`src/core/cts_pkg.sv`:
```
// Shared constants and types of the trap-entry sequencer.
package cts_pkg;

    // Register byte offsets on the APB slave.
    localparam logic [11:0] TBR_OFF     = 12'h000;
    localparam logic [11:0] SSP_OFF     = 12'h004;
    localparam logic [11:0] PSW_OFF     = 12'h008;
    localparam logic [11:0] COPRES_OFF  = 12'h00c;
    localparam logic [11:0] STATUS_OFF  = 12'h010;
    localparam logic [11:0] COUNT_OFF   = 12'h014;

    // Reset values.
    localparam logic [31:0] TBR_RST     = 32'h0000_0000;
    localparam logic [31:0] SSP_RST     = 32'h0000_0000;
    localparam logic [31:0] PSW_RST     = 32'h0000_0000;
    localparam logic [15:0] COPRES_RST  = 16'h0000;

    // Field positions inside the program status word.
    localparam int          PSW_I_BIT   = 4;
    localparam int          PSW_S_BIT   = 5;
    localparam int          PSW_T_BIT   = 8;
    localparam int          PSW_ILM_LSB = 16;
    localparam int          ILM_W       = 5;
    localparam logic [4:0]  ILM_DEBUG   = 5'h04;

    // Stack frame layout.
    localparam logic [31:0] PS_SLOT     = 32'h0000_0004;
    localparam logic [31:0] RA_SLOT     = 32'h0000_0008;
    localparam logic [31:0] STACK_DROP  = 32'h0000_0008;

    // Vector offsets from the table base.
    localparam logic [31:0] VEC_SWTRAP  = 32'h0000_03fc;
    localparam logic [31:0] VEC_DEBUG   = 32'h0000_03d8;
    localparam logic [31:0] VEC_STEP    = 32'h0000_03c4;
    localparam logic [31:0] VEC_COPROC  = 32'h0000_03e0;

    // Cycles from the trapping instruction to the first stack push.
    localparam int          TRAP_START_CYC = 6;

    // Request positions, index 0 is the highest priority.
    localparam int          SRC_UNDEF   = 0;
    localparam int          SRC_SWTRAP  = 1;
    localparam int          SRC_COPROC  = 2;
    localparam int          SRC_USER    = 3;
    localparam int          SRC_NMI     = 4;
    localparam int          SRC_STEP    = 5;
    localparam int          SRC_DEBUG   = 6;
    localparam int          NUM_SRC     = 7;

    // Codes of events handed to the interrupt and exception logic.
    localparam logic [1:0]  HAND_UNDEF  = 2'h0;
    localparam logic [1:0]  HAND_USER   = 2'h1;
    localparam logic [1:0]  HAND_NMI    = 2'h2;

    typedef enum logic [4:0] {
        ST_IDLE    = 5'h01,
        ST_WAIT    = 5'h02,
        ST_PUSH_PS = 5'h04,
        ST_PUSH_RA = 5'h08,
        ST_COMMIT  = 5'h10
    } cts_state_t;

    typedef enum logic [2:0] {
        CAUSE_NONE   = 3'h0,
        CAUSE_SWTRAP = 3'h1,
        CAUSE_DEBUG  = 3'h2,
        CAUSE_STEP   = 3'h3,
        CAUSE_COPROC = 3'h4
    } cts_cause_t;

endpackage : cts_pkg

```
`src/core/cts_arbiter.sv`:
```
// Fixed-priority pick of one request among simultaneous trap and interrupt requests.
`timescale 1ns/1ps
`default_nettype none
module cts_arbiter (
    input  wire logic [6:0] req,
    output logic      [6:0] grant,
    output logic            any
);
    // Lowest index wins; the isolation of the lowest set bit does the ordering.
    assign grant = req & ~(req - 7'h01);
    assign any   = |req;
endmodule : cts_arbiter
`default_nettype wire

```
`src/core/cts_trap_sequencer.sv`:
```
// Trap-entry sequencer: trap detection, priority, stack pushes, flag update and vectoring.
//
// The implementer's own choices: the APB register port and the register addresses.
`timescale 1ns/1ps
`default_nettype none
module cts_trap_sequencer (
    input  wire logic        pclk,
    input  wire logic        presetn,
    input  wire logic        psel,
    input  wire logic        penable,
    input  wire logic        pwrite,
    input  wire logic [11:0] paddr,
    input  wire logic [31:0] pwdata,
    output logic      [31:0] prdata,
    output logic             pready,
    output logic             pslverr,
    input  wire logic        retire_valid,
    input  wire logic [31:0] retire_next_pc,
    input  wire logic        retire_is_swtrap,
    input  wire logic [7:0]  retire_swtrap_num,
    input  wire logic        retire_is_debug_trap,
    input  wire logic        retire_is_delayed_branch,
    input  wire logic        retire_is_coproc,
    input  wire logic [3:0]  retire_coproc_num,
    input  wire logic        retire_is_return_from_trap,
    input  wire logic        eit_undef_req,
    input  wire logic        eit_user_req,
    input  wire logic        eit_nmi_req,
    output logic             eit_handoff,
    output logic      [1:0]  eit_handoff_src,
    output logic             irq_accept_en,
    output logic             stall,
    output logic             flush,
    output logic             mem_wr_req,
    output logic      [31:0] mem_wr_addr,
    output logic      [31:0] mem_wr_data,
    input  wire logic        mem_wr_ack,
    output logic             pc_load,
    output logic      [31:0] pc_load_value,
    output logic      [31:0] program_status_word
);

    localparam logic [2:0] WAIT_LOAD = 3'(cts_pkg::TRAP_START_CYC - 2);

    cts_pkg::cts_state_t state_ff;
    cts_pkg::cts_state_t nxt_state;
    cts_pkg::cts_cause_t cause_ff;
    cts_pkg::cts_cause_t last_cause_ff;
    cts_pkg::cts_cause_t pick_cause;

    logic [31:0] table_base_reg_ff;
    logic [31:0] system_stack_pointer_ff;
    logic [31:0] psw_ff;
    logic [15:0] coproc_present_ff;
    logic [31:0] trap_count_ff;
    logic [31:0] ret_addr_ff;
    logic [31:0] saved_psw_ff;
    logic [7:0]  trap_num_ff;
    logic [2:0]  wait_cnt_ff;
    logic        in_handler_ff;
    logic        step_pend_ff;
    logic        slot_pend_ff;
    logic        flush_ff;
    logic        pc_load_ff;
    logic [31:0] pc_load_value_ff;
    logic [31:0] mem_wr_addr_ff;
    logic [31:0] mem_wr_data_ff;
    logic        handoff_ff;
    logic [1:0]  handoff_src_ff;
    logic [31:0] prdata_ff;
    logic        pslverr_ff;

    logic        trace_on;
    logic        step_now;
    logic        dbg_req;
    logic        coproc_req;
    logic        boundary;
    logic [6:0]  req;
    logic [6:0]  grant;
    logic        grant_any;
    logic        take_trap;
    logic        take_step;
    logic        commit;
    logic [31:0] vector;
    logic        apb_setup;
    logic        apb_wr;

    // Register address decode, shared by the read and the write paths.
    function automatic logic [2:0] reg_index(input logic [11:0] addr);
        unique case (addr)
            cts_pkg::TBR_OFF:    reg_index = 3'h0;
            cts_pkg::SSP_OFF:    reg_index = 3'h1;
            cts_pkg::PSW_OFF:    reg_index = 3'h2;
            cts_pkg::COPRES_OFF: reg_index = 3'h3;
            cts_pkg::STATUS_OFF: reg_index = 3'h4;
            cts_pkg::COUNT_OFF:  reg_index = 3'h5;
            default:             reg_index = 3'h7;
        endcase
    endfunction : reg_index

    assign trace_on      = psw_ff[cts_pkg::PSW_T_BIT];
    assign irq_accept_en = ~trace_on;

    // Requests are judged only when an instruction retires with the sequencer idle,
    // so at most one entry sequence can be in flight.
    assign boundary   = retire_valid & (state_ff == cts_pkg::ST_IDLE);
    assign dbg_req    = retire_is_debug_trap & ~trace_on;
    assign coproc_req = retire_is_coproc & ~coproc_present_ff[retire_coproc_num];
    assign step_now   = trace_on & ~in_handler_ff
                        & (slot_pend_ff | ~retire_is_delayed_branch);

    always_comb
    begin
        req                        = 7'h00;
        req[cts_pkg::SRC_UNDEF]    = eit_undef_req;
        req[cts_pkg::SRC_SWTRAP]   = retire_is_swtrap;
        req[cts_pkg::SRC_COPROC]   = coproc_req;
        req[cts_pkg::SRC_USER]     = eit_user_req & ~trace_on;
        req[cts_pkg::SRC_NMI]      = eit_nmi_req & ~trace_on;
        req[cts_pkg::SRC_STEP]     = step_pend_ff | step_now;
        req[cts_pkg::SRC_DEBUG]    = dbg_req;
    end

    cts_arbiter u_arbiter (
        .req   (req),
        .grant (grant),
        .any   (grant_any)
    );

    always_comb
    begin
        pick_cause = cts_pkg::CAUSE_NONE;
        if (grant[cts_pkg::SRC_SWTRAP])
            pick_cause = cts_pkg::CAUSE_SWTRAP;
        else if (grant[cts_pkg::SRC_COPROC])
            pick_cause = cts_pkg::CAUSE_COPROC;
        else if (grant[cts_pkg::SRC_STEP])
            pick_cause = cts_pkg::CAUSE_STEP;
        else if (grant[cts_pkg::SRC_DEBUG])
            pick_cause = cts_pkg::CAUSE_DEBUG;
    end

    assign take_trap = boundary & grant_any & (pick_cause != cts_pkg::CAUSE_NONE);
    assign take_step = take_trap & (pick_cause == cts_pkg::CAUSE_STEP);
    assign commit    = (state_ff == cts_pkg::ST_COMMIT);

    cts_vector u_vector (
        .table_base (table_base_reg_ff),
        .cause      (cause_ff),
        .trap_num   (trap_num_ff),
        .vector     (vector)
    );

    always_comb
    begin
        nxt_state = state_ff;
        unique case (state_ff)
            cts_pkg::ST_IDLE:
                if (take_trap)
                    nxt_state = cts_pkg::ST_WAIT;
            cts_pkg::ST_WAIT:
                if (wait_cnt_ff == 3'h0)
                    nxt_state = cts_pkg::ST_PUSH_PS;
            cts_pkg::ST_PUSH_PS:
                if (mem_wr_ack)
                    nxt_state = cts_pkg::ST_PUSH_RA;
            cts_pkg::ST_PUSH_RA:
                if (mem_wr_ack)
                    nxt_state = cts_pkg::ST_COMMIT;
            cts_pkg::ST_COMMIT:
                nxt_state = cts_pkg::ST_IDLE;
            default:
                nxt_state = cts_pkg::ST_IDLE;
        endcase
    end

    always_ff @(posedge pclk or negedge presetn)
    begin
        if (!presetn)
            state_ff <= cts_pkg::ST_IDLE;
        else
            state_ff <= nxt_state;
    end

    always_ff @(posedge pclk or negedge presetn)
    begin
        if (!presetn)
            wait_cnt_ff <= 3'h0;
        else if (take_trap)
            wait_cnt_ff <= WAIT_LOAD;
        else if (wait_cnt_ff != 3'h0)
            wait_cnt_ff <= wait_cnt_ff - 3'h1;
    end

    // The cause, return address and trap number are captured at the boundary, because the
    // pipeline moves on to other instructions while the wait runs.
    always_ff @(posedge pclk or negedge presetn)
    begin
        if (!presetn)
        begin
            cause_ff    <= cts_pkg::CAUSE_NONE;
            ret_addr_ff <= 32'h0000_0000;
            trap_num_ff <= 8'h00;
        end
        else if (take_trap)
        begin
            cause_ff    <= pick_cause;
            ret_addr_ff <= retire_next_pc;
            trap_num_ff <= retire_swtrap_num;
        end
    end

    always_ff @(posedge pclk or negedge presetn)
    begin
        if (!presetn)
            flush_ff <= 1'b0;
        else
            flush_ff <= take_trap;
    end

    // A step request that loses to a higher source is kept until it wins.
    always_ff @(posedge pclk or negedge presetn)
    begin
        if (!presetn)
            step_pend_ff <= 1'b0;
        else if (boundary)
            step_pend_ff <= (step_now | step_pend_ff) & ~take_step;
    end

    always_ff @(posedge pclk or negedge presetn)
    begin
        if (!presetn)
            slot_pend_ff <= 1'b0;
        else if (retire_valid)
            slot_pend_ff <= trace_on & ~in_handler_ff & retire_is_delayed_branch;
    end

    // Handler entry wins over a return seen in the same cycle.
    always_ff @(posedge pclk or negedge presetn)
    begin
        if (!presetn)
            in_handler_ff <= 1'b0;
        else if (commit & ((cause_ff == cts_pkg::CAUSE_STEP) | (cause_ff == cts_pkg::CAUSE_DEBUG)))
            in_handler_ff <= 1'b1;
        else if (retire_valid & retire_is_return_from_trap)
            in_handler_ff <= 1'b0;
    end

    // Sources that this block does not sequence are passed on when they win.
    always_ff @(posedge pclk or negedge presetn)
    begin
        if (!presetn)
        begin
            handoff_ff     <= 1'b0;
            handoff_src_ff <= cts_pkg::HAND_UNDEF;
        end
        else
        begin
            handoff_ff <= boundary & grant_any & (pick_cause == cts_pkg::CAUSE_NONE);
            if (grant[cts_pkg::SRC_USER])
                handoff_src_ff <= cts_pkg::HAND_USER;
            else if (grant[cts_pkg::SRC_NMI])
                handoff_src_ff <= cts_pkg::HAND_NMI;
            else
                handoff_src_ff <= cts_pkg::HAND_UNDEF;
        end
    end

    always_ff @(posedge pclk or negedge presetn)
    begin
        if (!presetn)
        begin
            mem_wr_addr_ff <= 32'h0000_0000;
            mem_wr_data_ff <= 32'h0000_0000;
            saved_psw_ff   <= 32'h0000_0000;
        end
        else if ((state_ff == cts_pkg::ST_WAIT) && (wait_cnt_ff == 3'h0))
        begin
            mem_wr_addr_ff <= system_stack_pointer_ff - cts_pkg::PS_SLOT;
            mem_wr_data_ff <= psw_ff;
            saved_psw_ff   <= psw_ff;
        end
        else if ((state_ff == cts_pkg::ST_PUSH_PS) && mem_wr_ack)
        begin
            mem_wr_addr_ff <= system_stack_pointer_ff - cts_pkg::RA_SLOT;
            mem_wr_data_ff <= ret_addr_ff;
        end
    end

    always_ff @(posedge pclk or negedge presetn)
    begin
        if (!presetn)
        begin
            pc_load_ff       <= 1'b0;
            pc_load_value_ff <= 32'h0000_0000;
        end
        else
        begin
            pc_load_ff <= commit;
            if (commit)
                pc_load_value_ff <= vector;
        end
    end

    assign apb_setup = psel & ~penable;
    assign apb_wr    = psel & penable & pwrite & (reg_index(paddr) != 3'h7);

    always_ff @(posedge pclk or negedge presetn)
    begin
        if (!presetn)
            table_base_reg_ff <= cts_pkg::TBR_RST;
        else if (apb_wr && reg_index(paddr) == 3'h0)
            table_base_reg_ff <= pwdata;
    end

    // The stack pointer drops only after both pushes are acknowledged.
    always_ff @(posedge pclk or negedge presetn)
    begin
        if (!presetn)
            system_stack_pointer_ff <= cts_pkg::SSP_RST;
        else if (commit)
            system_stack_pointer_ff <= system_stack_pointer_ff - cts_pkg::STACK_DROP;
        else if (apb_wr && reg_index(paddr) == 3'h1)
            system_stack_pointer_ff <= pwdata;
    end

    // The flag update at entry wins over a software write in the same cycle.
    always_ff @(posedge pclk or negedge presetn)
    begin
        if (!presetn)
            psw_ff <= cts_pkg::PSW_RST;
        else if (commit)
        begin
            psw_ff[cts_pkg::PSW_S_BIT] <= 1'b0;
            if (cause_ff == cts_pkg::CAUSE_SWTRAP)
                psw_ff[cts_pkg::PSW_I_BIT] <= 1'b0;
            if (cause_ff == cts_pkg::CAUSE_DEBUG)
                psw_ff[cts_pkg::PSW_ILM_LSB +: cts_pkg::ILM_W] <= cts_pkg::ILM_DEBUG;
        end
        else if (apb_wr && reg_index(paddr) == 3'h2)
            psw_ff <= pwdata;
    end

    always_ff @(posedge pclk or negedge presetn)
    begin
        if (!presetn)
            coproc_present_ff <= cts_pkg::COPRES_RST;
        else if (apb_wr && reg_index(paddr) == 3'h3)
            coproc_present_ff <= pwdata[15:0];
    end

    always_ff @(posedge pclk or negedge presetn)
    begin
        if (!presetn)
            last_cause_ff <= cts_pkg::CAUSE_NONE;
        else if (commit)
            last_cause_ff <= cause_ff;
    end

    // Writing the count register clears it; an entry in that cycle still counts.
    always_ff @(posedge pclk or negedge presetn)
    begin
        if (!presetn)
            trap_count_ff <= 32'h0000_0000;
        else if (commit)
            trap_count_ff <= (apb_wr && reg_index(paddr) == 3'h5) ? 32'h0000_0001
                                                                  : trap_count_ff + 32'h0000_0001;
        else if (apb_wr && reg_index(paddr) == 3'h5)
            trap_count_ff <= 32'h0000_0000;
    end

    // Read data is captured in the setup phase so the slave answers with no wait.
    always_ff @(posedge pclk or negedge presetn)
    begin
        if (!presetn)
        begin
            prdata_ff  <= 32'h0000_0000;
            pslverr_ff <= 1'b0;
        end
        else if (apb_setup)
        begin
            pslverr_ff <= (reg_index(paddr) == 3'h7);
            unique case (reg_index(paddr))
                3'h0:    prdata_ff <= table_base_reg_ff;
                3'h1:    prdata_ff <= system_stack_pointer_ff;
                3'h2:    prdata_ff <= psw_ff;
                3'h3:    prdata_ff <= {16'h0000, coproc_present_ff};
                3'h4:    prdata_ff <= {16'h0000, 5'h00, last_cause_ff,
                                       in_handler_ff, step_pend_ff, slot_pend_ff, state_ff};
                3'h5:    prdata_ff <= trap_count_ff;
                default: prdata_ff <= 32'h0000_0000;
            endcase
        end
    end

    assign prdata              = prdata_ff;
    assign pready              = 1'b1;
    assign pslverr             = pslverr_ff & psel & penable;
    assign stall               = (state_ff != cts_pkg::ST_IDLE);
    assign flush               = flush_ff;
    assign mem_wr_req          = (state_ff == cts_pkg::ST_PUSH_PS) | (state_ff == cts_pkg::ST_PUSH_RA);
    assign mem_wr_addr         = mem_wr_addr_ff;
    assign mem_wr_data         = mem_wr_data_ff;
    assign pc_load             = pc_load_ff;
    assign pc_load_value       = pc_load_value_ff;
    assign eit_handoff         = handoff_ff;
    assign eit_handoff_src     = handoff_src_ff;
    assign program_status_word = psw_ff;

endmodule : cts_trap_sequencer
`default_nettype wire

```
`src/core/cts_vector.sv`:
```
// Handler address lookup for each trap cause.
`timescale 1ns/1ps
`default_nettype none
module cts_vector (
    input  wire logic [31:0]        table_base,
    input  wire cts_pkg::cts_cause_t cause,
    input  wire logic [7:0]         trap_num,
    output logic      [31:0]        vector
);
    logic [31:0] offset;

    always_comb
    begin
        unique case (cause)
            cts_pkg::CAUSE_SWTRAP: offset = cts_pkg::VEC_SWTRAP - {22'h0, trap_num, 2'b00};
            cts_pkg::CAUSE_DEBUG:  offset = cts_pkg::VEC_DEBUG;
            cts_pkg::CAUSE_STEP:   offset = cts_pkg::VEC_STEP;
            cts_pkg::CAUSE_COPROC: offset = cts_pkg::VEC_COPROC;
            default:               offset = 32'h0000_0000;
        endcase
    end

    assign vector = table_base + offset;
endmodule : cts_vector
`default_nettype wire

```
`config.mk`:
```
export PLATFORM = sky130hd
export DESIGN_NAME = cts_trap_sequencer
export DESIGN_NICKNAME = d
export VERILOG_FILES = /design/src/core/cts_pkg.sv /design/src/core/cts_arbiter.sv /design/src/core/cts_trap_sequencer.sv /design/src/core/cts_vector.sv
export SDC_FILE = /design/constraint.sdc
export NUM_CORES = 1
export LEC_CHECK = 0
export BUFFER_PORTS_ARGS = -buffer_cell sky130_fd_sc_hd__buf_2
export CORE_MARGIN = 8
export CORE_UTILIZATION = 25
export DETAILED_ROUTE_END_ITERATION = 8
export PLACE_DENSITY = 0.47
export SLEW_MARGIN = 20
export SYNTH_ARGS = -nofsm -noshare
export SYNTH_HDL_FRONTEND = slang
export SYNTH_SLANG_ARGS = --single-unit
```
`constraint.sdc`:
```
create_clock -name pclk -period 3.6 [get_ports pclk]
set_input_delay 0.54 -clock pclk [delete_from_list [all_inputs] [get_ports pclk]]
set_output_delay 0.54 -clock pclk [all_outputs]
set_load 0.02 [all_outputs]
```
==> Yosys cells after proc, flatten, opt, wreduce, memory -nomap -nowiden <==
Index checks and enable logic that the tools add are counted.
Widths: inputs -> output; s select.
{ "op_classes": {"order_cmp": 1, "bitwise": 34, "add_sub_neg": 7, "muxes": 37, "n_eq_ne": 34, "n_reduce_logical": 26} }
{ "ops": {"columns": ["op", "count"], "rows": [
  ["$mux 32", 9],
  ["$pmux 32 s6", 1],
  ["$pmux 32 s4", 1],
  ["$add 32x1->32 const B", 1],
  ["$add 32x32->32", 1],
  ["$sub 32x3->32 const B", 1],
  ["$sub 32x4->32 const B", 1],
  ["$mux 5", 6],
  ["$eq 12x4->1 const B", 2],
  ["$eq 12x5->1 const B", 2],
  ["$mux 3", 8],
  ["$and 1x1->1", 21],
  ["$eq 3x2->1 const B", 7],
  ["$mux 21", 1],
  ["$pmux 5 s4", 1],
  ["$eq 3x3->1 const B", 6],
  ["$pmux 3 s6", 1],
  ["$eq 12x3->1 const B", 1],
  ["$logic_not 12->1", 1],
  ["$logic_not 3->1", 4],
  ["$reduce_bool 2->1", 6],
  ["$sub 10x10->11 const A", 1],
  ["$eq 3x1->1 const B", 3],
  ["$logic_and 1x1->1", 8],
  ["23 further kinds", 45]
]} }
{ "totals": {"reg_bits": 335, "wordCells": 165} }

==> Longest topological paths before layout <==
Gate-level depths: netlist of the first run.
{ "depth": {"ltp_word": 16, "ltp_mapped": 13, "ltp_nobuf": 11} }

==> By module <==
Synthesis of the first run repeated with hierarchy kept, for this count alone.
{ "hier_totals": {"hier_cells": 1741, "hier_area_um2": 17257.8} }
{ "by_module_without_submodules": {"columns": ["mod", "n_inst", "area_each_um2", "cells_each", "seq_area_each_um2"], "rows": [
  ["cts_trap_sequencer", 1, 16261.8, 1600, 8384.3],
  ["cts_vector", 1, 920.9, 131, 0.0],
  ["cts_arbiter", 1, 75.1, 10, 0.0]
]} }

==> Worst setup path after synthesis of the first run <==
No wires, ideal clock.
{ "synth_timing": {"path_type": "input to register", "startpoint": "in paddr[7]", "endpoint": "reg table_base_reg_ff[11]", "cell_stages": 12, "slack_ns": 0.064, "arrival_time_ns": 3.411, "required_ns": 3.475, "cell_sequence": "nor4_2 nand3_1 clkbuf_1 nor2_1 nand2_1 ha_1 a41oi_1 a31o_2 and2_1 clkbuf_1 buf_2 mux2_2"} }
{ "synth_via": {"elab_chain_cells": 5, "elab_cells_between_ends": 11, "classes_between": "eq/ne (6); mux (1); bitwise (1); reduce/logical (3)"} }
{ "synth_lines": {"columns": ["item", "line_no", "source"], "rows": [
  ["start, declared", "cts_trap_sequencer.sv:12", "input wire logic [11:0] paddr,"],
  ["$eq 12x5->1, or another cell as far along", "cts_trap_sequencer.sv:90", "unique case (addr)"],
  ["$pmux 3 s6 (*)", "cts_trap_sequencer.sv:90", null],
  ["$ne 3x3->1", "cts_trap_sequencer.sv:306", "assign apb_wr = psel & penable & pwrite & (reg_index(paddr) != 3'h7);"],
  ["$and 1x1->1", "cts_trap_sequencer.sv:306", null],
  ["$logic_and 1x1->1 (*)", "cts_trap_sequencer.sv:312", "else if (apb_wr && reg_index(paddr) == 3'h0)"],
  ["end signal, assigned", "cts_trap_sequencer.sv:311", "table_base_reg_ff <= cts_pkg::TBR_RST;"],
  ["end signal, assigned", "cts_trap_sequencer.sv:313", "table_base_reg_ff <= pwdata;"],
  ["end, declared", "cts_trap_sequencer.sv:51", "logic [31:0] table_base_reg_ff;"]
]} }
Mark *: on every way between the ends. The rest lies on a longest branch, timed or not.
A chain may end at the register's enable or synchronous reset.

==> Worst setup path in the final report of the first run <==
{ "layout_timing": {"startpoint": "reg cause_ff[1]", "endpoint": "reg pc_load_value_ff[14], in the netlist pc_load_value[14]"} }
{ "layout_via": {"elab_chain_cells": 3, "elab_cells_between_ends": 6, "classes_between": "add/sub (1); eq/ne (4); mux (1)"} }
{ "layout_lines": {"columns": ["item", "line_no", "source"], "rows": [
  ["start, declared", "cts_trap_sequencer.sv:47", "cts_pkg::cts_cause_t cause_ff;"],
  ["start signal, assigned", "cts_trap_sequencer.sv:201", "cause_ff <= cts_pkg::CAUSE_NONE;"],
  ["start signal, assigned", "cts_trap_sequencer.sv:207", "cause_ff <= pick_cause;"],
  ["$eq 3x3->1, or another cell as far along", "cts_vector.sv:14", "unique case (cause)"],
  ["$pmux 32 s4 (*)", "cts_vector.sv:14", null],
  ["$add 32x32->32 (*)", "cts_vector.sv:23", "assign vector = table_base + offset;"],
  ["end signal, assigned", "cts_trap_sequencer.sv:301", "pc_load_value_ff <= vector;"],
  ["end, declared", "cts_trap_sequencer.sv:65", "logic [31:0] pc_load_value_ff;"]
]} }
Marked as above.

==> summary.txt, run 1 <==
Timing
  – Slew Viols, Final: 0
  – FMAX: 323 MHz
  – Least-Margin Pin Slew: 1030 ps
  – Setup-failing EPs final: 0
  – Final setup TNS: 0 ps
  – Final worst path period need: 3100 ps
  – Period utilisation layout: 86.1%
  – Fin. Hold Viols: 0
  – RSZ-0062 raised after global routing: no
  – Slew margin rel.: 31.2%
  – Worst Skew: 14.2 ps

Power and ir drop
  – PwrDens: 481 mW/mm²
  – Clk pwr share: 42.6%
  – Comb pwr share: 14.6%
  – Switching part of the total power: 28.3%
  – Sequential power share: 42.8%
  – Max VDD drop: 0.360 mV
  – Switching power: 0.00285 W
  – Leakage: 9.66 nW
  – Pint: 0.00725 W

Logic synthesis
  – Sequential area share after synthesis: 49.2%
  – Synthesized Nets: 1836
  – Cell variety after synth: 85
  – Yosys reg bits: 335
  – Most used DFF post-synth: dfrtp_1
  – Average cell area after synthesis: 9.92 µm²
  – EDFF count, synth: 0
  – Synth warn: 0
  – Top-area cell type share of the netlist area: 49.1%
  – Synthesized area: 0.0170 mm²
  – Top post-synthesis cells by area: dfrtp_1, mux2_2, nand2_1, o21ai_0, nor2_1
  – Synth async-reset ratio: 100%
  – Post-synth top area cell: dfrtp_1
  – Post-synthesis cell count: 1717

Clocking
  – Post CTS Setup Buffer Count: 0
  – Hold-fix buffers, CTS: 1
  – Clock Tree Root: clkbuf_16
  – Worst-skew pair later-pin latency: 580 ps
  – Htree depth: 2
  – Worst-path clk slew: 60 ps
  – CTS tree: built
  – CTS sink cnt: 335
  – Clock tree buffer depth: 3
  – TritonCTS Buffers: 42
  – Cts repair resizes: 0

Floorplanning
  – Die Wd: 277 µm
  – Die area: 0.0768 mm²
  – Io pins: 273
  – Initial Utilization: 25.3%
  – Rows: 95
  – Core area: 0.0673 mm²
  – DIE HEIGHT: 277 µm

Worst hold path
  – Critical hold path startpoint: eit_user_req
  – Hold WC Path Type: input pin to flop
  – Cell count of the worst hold path: 2
  – Hold Path End: eit_handoff_src[1]

Setup path
  – Worst r2r src: cause_ff[1]
  – CP Data Arrival Time: 3530 ps
  – Reg2Reg Setup Slack: 500 ps
  – Data required, critical path: 4030 ps
  – CP Max Fanout: 9
  – Worst r2r dst: pc_load_value[14]
  – Critical path class: flop to flop
  – Reg2reg path depth: 9
  – CP Launch Type: flop
  – Setup crit end kind: flop

Global route
  – Initial antenna violation count: 6
  – Overflow left after global routing: 0
  – First-pass GRT wire length: 102000 µm
  – Largest net degree at the start of global routing: 85
  – Tot GR Track Use: 17.2%
  – Vias in the first global route: 15000

Final layout
  – Share of cells above drive strength 1: 28.3%
  – Layout area overhead: 23.2%
  – Filler cell count in the final layout: 7057
  – Final net count: 2093
  – Final core occ: 31.2%

Placed design
  – Routability Congestion: 0.901
  – DP HPWL: 52100 µm
  – Port bufs: 271

Run status
  – Status: finished, final reports clean

Route
  – Pre-Repair DR Iteration Count: 9
  – Total Wirelength: 68200 µm
  – ANT nets after route: 0
  – Initial DRC count: 1408
  – Avg WL per Cell: 23.7 µm
  – Drc violations: 0
  – Vias: 15000
  – Vias/cell: 5.20

Run
  – Max_cap viols: 0
==> power by group through the flow <==
stage | logic (W) | clock network [W] | registers [W]
finish | 0.00147 | 0.00431 | 0.00433
floorplan | 0.000696 | 0 | 0.00451
global route | 0.00163 | 0.00457 | 0.00438
global placement | 0.00147 | 0 | 0.00438
detailed placement | 0.00149 | 0 | 0.00439
CTS | 0.00150 | 0.00445 | 0.00433
==> worst max-delay path by stage <==
| stage | to | slack (ps) | startpoint | cells after the start |
|---|---|---|---|---|
| floorplan | table_base_reg_ff[11] | 60 | paddr[7] | 12 |
| detailed placement | prdata[6] | 450 | paddr[11] | 11 |
| global route | pc_load_value[24] | 290 | cause_ff[0] | 12 |
| CTS | pc_load_value[13] | 550 | cause_ff[0] | 10 |
| global placement | prdata[6] | 420 | paddr[11] | 11 |
| finish | pc_load_value[14] | 500 | cause_ff[1] | 9 |
==> registers in the layout, summed over array words and instances (netlist names), 5 cells and up <==
register                 cells
system_stack_pointer_ff     32
trap_count_ff               32
trap_num_ff                  8
pc_load_value               32
mem_wr_data                 32
state_ff                     5
mem_wr_addr                 32
program_status_word         32
table_base_reg_ff           32
prdata                      32
coproc_present_ff           16
ret_addr_ff                 32
==> metal layers <==
layer	part of all wire (%)	GRT usage [%]
met1	45	23.5
met2	46	27.3
met3	6.3	3.45
met4	3.0	5.52
met5	0.016	0
==> area by class of cell <==
cell class / instances / area [µm²] / area share [%]
antenna: 1 / 2.50 / 0.0119
clock buffer: 67 / 1320 / 6.28
multi-input combinational: 1232 / 8080 / 38.5
clock inverter: 10 / 82.6 / 0.393
sequential: 335 / 8380 / 39.9
inverter: 32 / 120 / 0.572
timing repair buffer: 331 / 1920 / 9.14
tap: 873 / 1090 / 5.20
==> per-stage QoR <==
| step | hold WS (ps) | instances | total power [W] | setup slack, ps | area (µm²) |
|---|---|---|---|---|---|
| 2_1_floorplan | 244 | 1717 | 0.00520 | 63.7 | 17000 |
| 3_3_place_gp | 455 | 2802 | 0.00585 | 422 | 19600 |
| 3_5_place_dp | 458 | 2802 | 0.00589 | 452 | 19600 |
| 4_1_cts | 119 | 2880 | 0.0103 | 549 | 21000 |
| 5_1_grt | 157 | 2880 | 0.0106 | 290 | 21000 |
| 6_report | 151 | 2881 | 0.0101 | 501 | 21000 |
==> kinds of logic (layout without fill, tap and decap cells) <==
logic type	Yosys count	after routing	synth area share, %
multiplexers	153	153	10.3
flip-flops	335	335	49.2
other	1	2	0.0220
AO/OA/AOI/OAI	425	425	16.7
adder cells (fa/ha/maj)	16	16	1.22
buffers and inverters	150	440	3.69
XOR/XNOR	40	40	2.06
AND/OR/NAND/NOR	597	597	16.7
==> critical path: stages (launching register included) <==
cell and delay, ps:
dfrtp_1 520, inv_1 190, o21a_1 140, o21ai_0 340, ha_1 290, o21ai_0 150
a21o_1 360, or4_1 540, xor2_1 290, o21ai_0 120
==> placed cells by master, fill, tap and decap left out, types with 10 or more instances in the layout <==
cell | Yosys | layout
buf_4 | 1 | 51
nor3_1 | 31 | 31
or3_1 | 18 | 18
a22oi_1 | 41 | 41
mux2_2 | 127 | 127
o31ai_1 | 17 | 16
clkbuf_16 | 0 | 45
xnor2_1 | 25 | 25
or4_1 | 14 | 14
nor2_1 | 138 | 136
a222oi_1 | 24 | 24
o21a_1 | 10 | 10
a211oi_1 | 11 | 11
buf_2 | 8 | 270
a311oi_1 | 16 | 16
nand3_1 | 46 | 46
nor4_1 | 18 | 18
a31oi_1 | 12 | 12
a21oi_1 | 85 | 85
clkbuf_1 | 92 | 11
mux2i_1 | 17 | 17
o21ai_0 | 110 | 110
ha_1 | 15 | 15
inv_1 | 30 | 30
nand2_1 | 223 | 222
clkbuf_8 | 0 | 11
dfrtp_1 | 334 | 334
nand4_1 | 28 | 28
and3_1 | 15 | 14
xor2_1 | 15 | 15
o22ai_1 | 16 | 16
==> synth_stat cells, types with 17 or more instances <==
cell / count
a21oi_1: 85
a222oi_1: 24
a22oi_1: 41
clkbuf_1: 92
dfrtp_1: 334
inv_1: 30
mux2_2: 127
mux2i_1: 17
nand2_1: 223
nand3_1: 46
nand4_1: 28
nor2_1: 138
nor3_1: 31
nor4_1: 18
o21ai_0: 110
o31ai_1: 17
or3_1: 18
xnor2_1: 25
Power figures use the tool's default switching activity.
==> run 2: changes to the inputs <==
--- a/config.mk
+++ b/config.mk
@@ -6,10 +6,10 @@
 export NUM_CORES = 1
 export LEC_CHECK = 0
 export BUFFER_PORTS_ARGS = -buffer_cell sky130_fd_sc_hd__buf_2
+export CAP_MARGIN = 20
 export CORE_MARGIN = 8
 export CORE_UTILIZATION = 25
 export DETAILED_ROUTE_END_ITERATION = 8
-export PLACE_DENSITY = 0.47
 export SLEW_MARGIN = 20
 export SYNTH_ARGS = -nofsm -noshare
 export SYNTH_HDL_FRONTEND = slang
==> constraint.sdc (replaced) <==
create_clock -name pclk -period 2.6 [get_ports pclk]
set_input_delay 0.39 -clock pclk [delete_from_list [all_inputs] [get_ports pclk]]
set_output_delay 0.39 -clock pclk [all_outputs]
set_load 0.02 [all_outputs]
==> run 2 against run 1 <==
Compared with the run above: the run now ends with setup timing left; highest routed layer unchanged; critical path depth grew 4; power is 47% higher; critical path type unchanged; register-to-register slack got worse by 510 ps; combinational power up 77%; clock power rose by 45%; first-iteration DRC count decreased by 0.28%; sequential share of layout area is 2.9 points lower; wire length grew 2.7%; via count grew 5.5%; largest power group is now clock; utilization is 2.4 points higher; sequential power is 39% higher.
==> summary.txt, run 2 (synthesis results as in run 1) <==
Final layout
  – Final net count: 2217 (+5.9%)
  – Share of cells above drive strength 1: 34.9% (+6.7 points)
  – Highest-count cells in the layout ignoring fill and taps: dfrtp_1, buf_2, nand2_1
  – Post-Layout Cell Count: 3009 (+4.4%)
  – Layout area overhead: 32.8%
  – Commonest non-fill, non-tap cell in the layout: dfrtp_1
  – Final core occ: 33.6% (+2.4 points)

Placed design
  – Port bufs: 271 (unchanged)
  – Routability Congestion: 0.904 (+0.40%)
  – DP HPWL: 54000 µm (+3.7%)
  – Dpl ws: -373 ps (-825 ps)
  – Placed Instances: 2913 (+4.0%)

Setup path
  – Reg2Reg Setup Slack: -10 ps (-510 ps)
  – Worst r2r dst: pc_load_value[20]
  – Reg2reg path depth: 13 (+4)
  – CP Launch Type: flop
  – Worst r2r src: cause_ff[0]
  – Critical path class: flop to flop
  – CP Max Fanout: 8 (-1)
  – CP Data Arrival Time: 3100 ps (-430 ps)
  – Setup crit end kind: flop
  – Data required, critical path: 3090 ps (-940 ps)

Timing
  – FMAX: 383 MHz (+19%)
  – Fin worst setup slack: -9.66 ps (-511 ps)
  – Fin. Hold Viols: 0 (unchanged)
  – RSZ-0062 raised after global routing: yes
  – Period utilisation layout: 100% (+14 points)
  – Slew margin rel.: 55.1% (+24 points)
  – Slew Viols, Final: 0 (unchanged)
  – Final worst path period need: 2610 ps (-489 ps)
  – Least-Margin Pin Slew: 673 ps (-358 ps)
  – Setup-failing EPs final: 3 (+3)
  – Worst Skew: 16.3 ps (+2.15 ps)
  – Final hold slack: 51.5 ps (-99.1 ps)

Global route
  – Grt peak-use layer: met2
  – Largest net degree at the start of global routing: 71 (-16%)
  – Tot GR Track Use: 17.4% (+0.19 points)
  – GR Util met1: 22.6% (-0.85 points)
  – Overflow left after global routing: 0 (unchanged)
  – Met2 GRT Util: 28.2% (+0.93 points)
  – Met3 Use GR: 3.77% (+0.32 points)
  – First-pass GRT wire length: 104000 µm (+1.7%)
  – Vias in the first global route: 15900 (+5.8%)
  – Initial antenna violation count: 6 (unchanged)

Power and ir drop
  – Comb pwr share: 17.5% (+2.9 points)
  – Total power: 0.0148 W (+47%)
  – Sequential power share: 40.4% (-2.4 points)
  – Max VDD drop: 0.423 mV (+17%)
  – Pint: 0.0106 W (+47%)
  – Switching part of the total power: 28.3% (+0.042 points)
  – Switching power: 0.00420 W (+47%)
  – Leakage: 10.5 nW (+8.5%)
  – Clk pwr share: 42.1% (-0.5 points)
  – PwrDens: 656 mW/mm² (+36%)

Clocking
  – Worst-skew pair later-pin latency: 570 ps (about the same)
  – Clock Tree Root: clkbuf_16
  – Htree depth: 2 (unchanged)
  – CTS tree: built
  – CTS sink cnt: 335 (unchanged)
  – TritonCTS Buffers: 41 (-2.4%)
  – Clock tree buffer depth: 3 (unchanged)
  – Worst-path clk slew: 60 ps (about the same)

Floorplanning
  – Initial Utilization: 25.3% (unchanged)
  – Rows: 95 (unchanged)
  – Die Wd: 277 µm (unchanged)
  – Core area: 0.0673 mm² (unchanged)
  – Io pins: 273 (unchanged)
  – Die area: 0.0768 mm² (unchanged)
  – DIE HEIGHT: 277 µm (unchanged)

Route
  – ANT nets after route: 0 (unchanged)
  – Pre-Repair DR Iteration Count: 8 (-1)
  – Total Wirelength: 70100 µm (+2.7%)
  – Vias: 15800 (+5.5%)
  – Avg WL per Cell: 23.3 µm (-1.6%)
  – Drc violations: 0 (unchanged)
  – Initial DRC count: 1404 (-0.28%)
  – Vias/cell: 5.25 (+1.0%)

Worst hold path
  – Cell count of the worst hold path: 2 (unchanged)
  – Critical hold path startpoint: retire_next_pc[30]
  – Hold WC Path Type: input pin to flop
  – Hold Path End: ret_addr_ff[30]

Run status
  – Status: finished, violations left
  – Failing checks: setup timing

Run
  – Max_cap viols: 0 (unchanged)
run 2: final cells by class:
| class | instances | area, µm² |
|---|---|---|
| fillers | 6816 | 44700 |
| multi-input cells | 1232 | 8490 |
| flip-flops and latches | 335 | 8380 |
| repair buffers | 456 | 3060 |
| clock buffers | 61 | 1240 |
| well taps | 873 | 1090 |
| clock inverters | 15 | 218 |
| inverters | 32 | 125 |
| diodes | 5 | 12.5 |
run 2: per-stage QoR:
step	setup TNS [ps]	area, µm²
after global routing	-667	22600
after global placement	-16650	20700
after detailed placement	-27200	20700
final	-19.3	22600
after floorplan	-19830	17300
after CTS	-127	22300
run 2: power groups by stage:
stage | Sequential, W | Clock (W) | Combinational [W]
after floorplan | 0.00624 | 0 | 0.000969
after global routing | 0.00605 | 0.00656 | 0.00281
after detailed placement | 0.00608 | 0 | 0.00237
after CTS | 0.00599 | 0.00637 | 0.00246
final | 0.00600 | 0.00624 | 0.00260
after global placement | 0.00606 | 0 | 0.00232
run 2: worst max path at each step:
stage                     slack, ps  cells after the start                     to             startpoint
after global placement         -280                     11              prdata[3]               paddr[8]
after detailed placement       -370                     11              prdata[3]               paddr[8]
after global routing           -120                     13      pc_load_value[28]            cause_ff[0]
after floorplan                -270                     12  table_base_reg_ff[11]               paddr[8]
final                           -10                     13      pc_load_value[20]            cause_ff[0]
after CTS                       -20                      7         trap_num_ff[6]  coproc_present_ff[14]
run 2: worst max-delay path, cell delays in order (launching register included):
cell	delay [ps]
dfrtp_1	390
inv_2	70
buf_6	140
buf_4	140
a21oi_2	150
nor2_2	70
ha_2	340
o21ai_2	80
o21ai_2	180
buf_6	150
nand4_1	180
buf_6	200
or3_1	300
a31oi_1	170
run 2: repair_timing:
| action | CTS | global route |
|---|---|---|
| resized for setup | 22 | 58 |
| pin swaps | 7 | 24 |
| hold buffers | 3 | 0 |
| endpoints found under the hold margin | 64 | 0 |
| cloned | 0 | 1 |
| buffers inserted | 3 | 8 |
| setup endpoints to repair | 23 | 62 |
run 2: routing by layer:
metal  part of all wire [%]  vias up
met4                    3.6        2
met3                    7.0      147
met1                     43     7898
li1                       -     7090
met5                  0.013        -
met2                     46      666
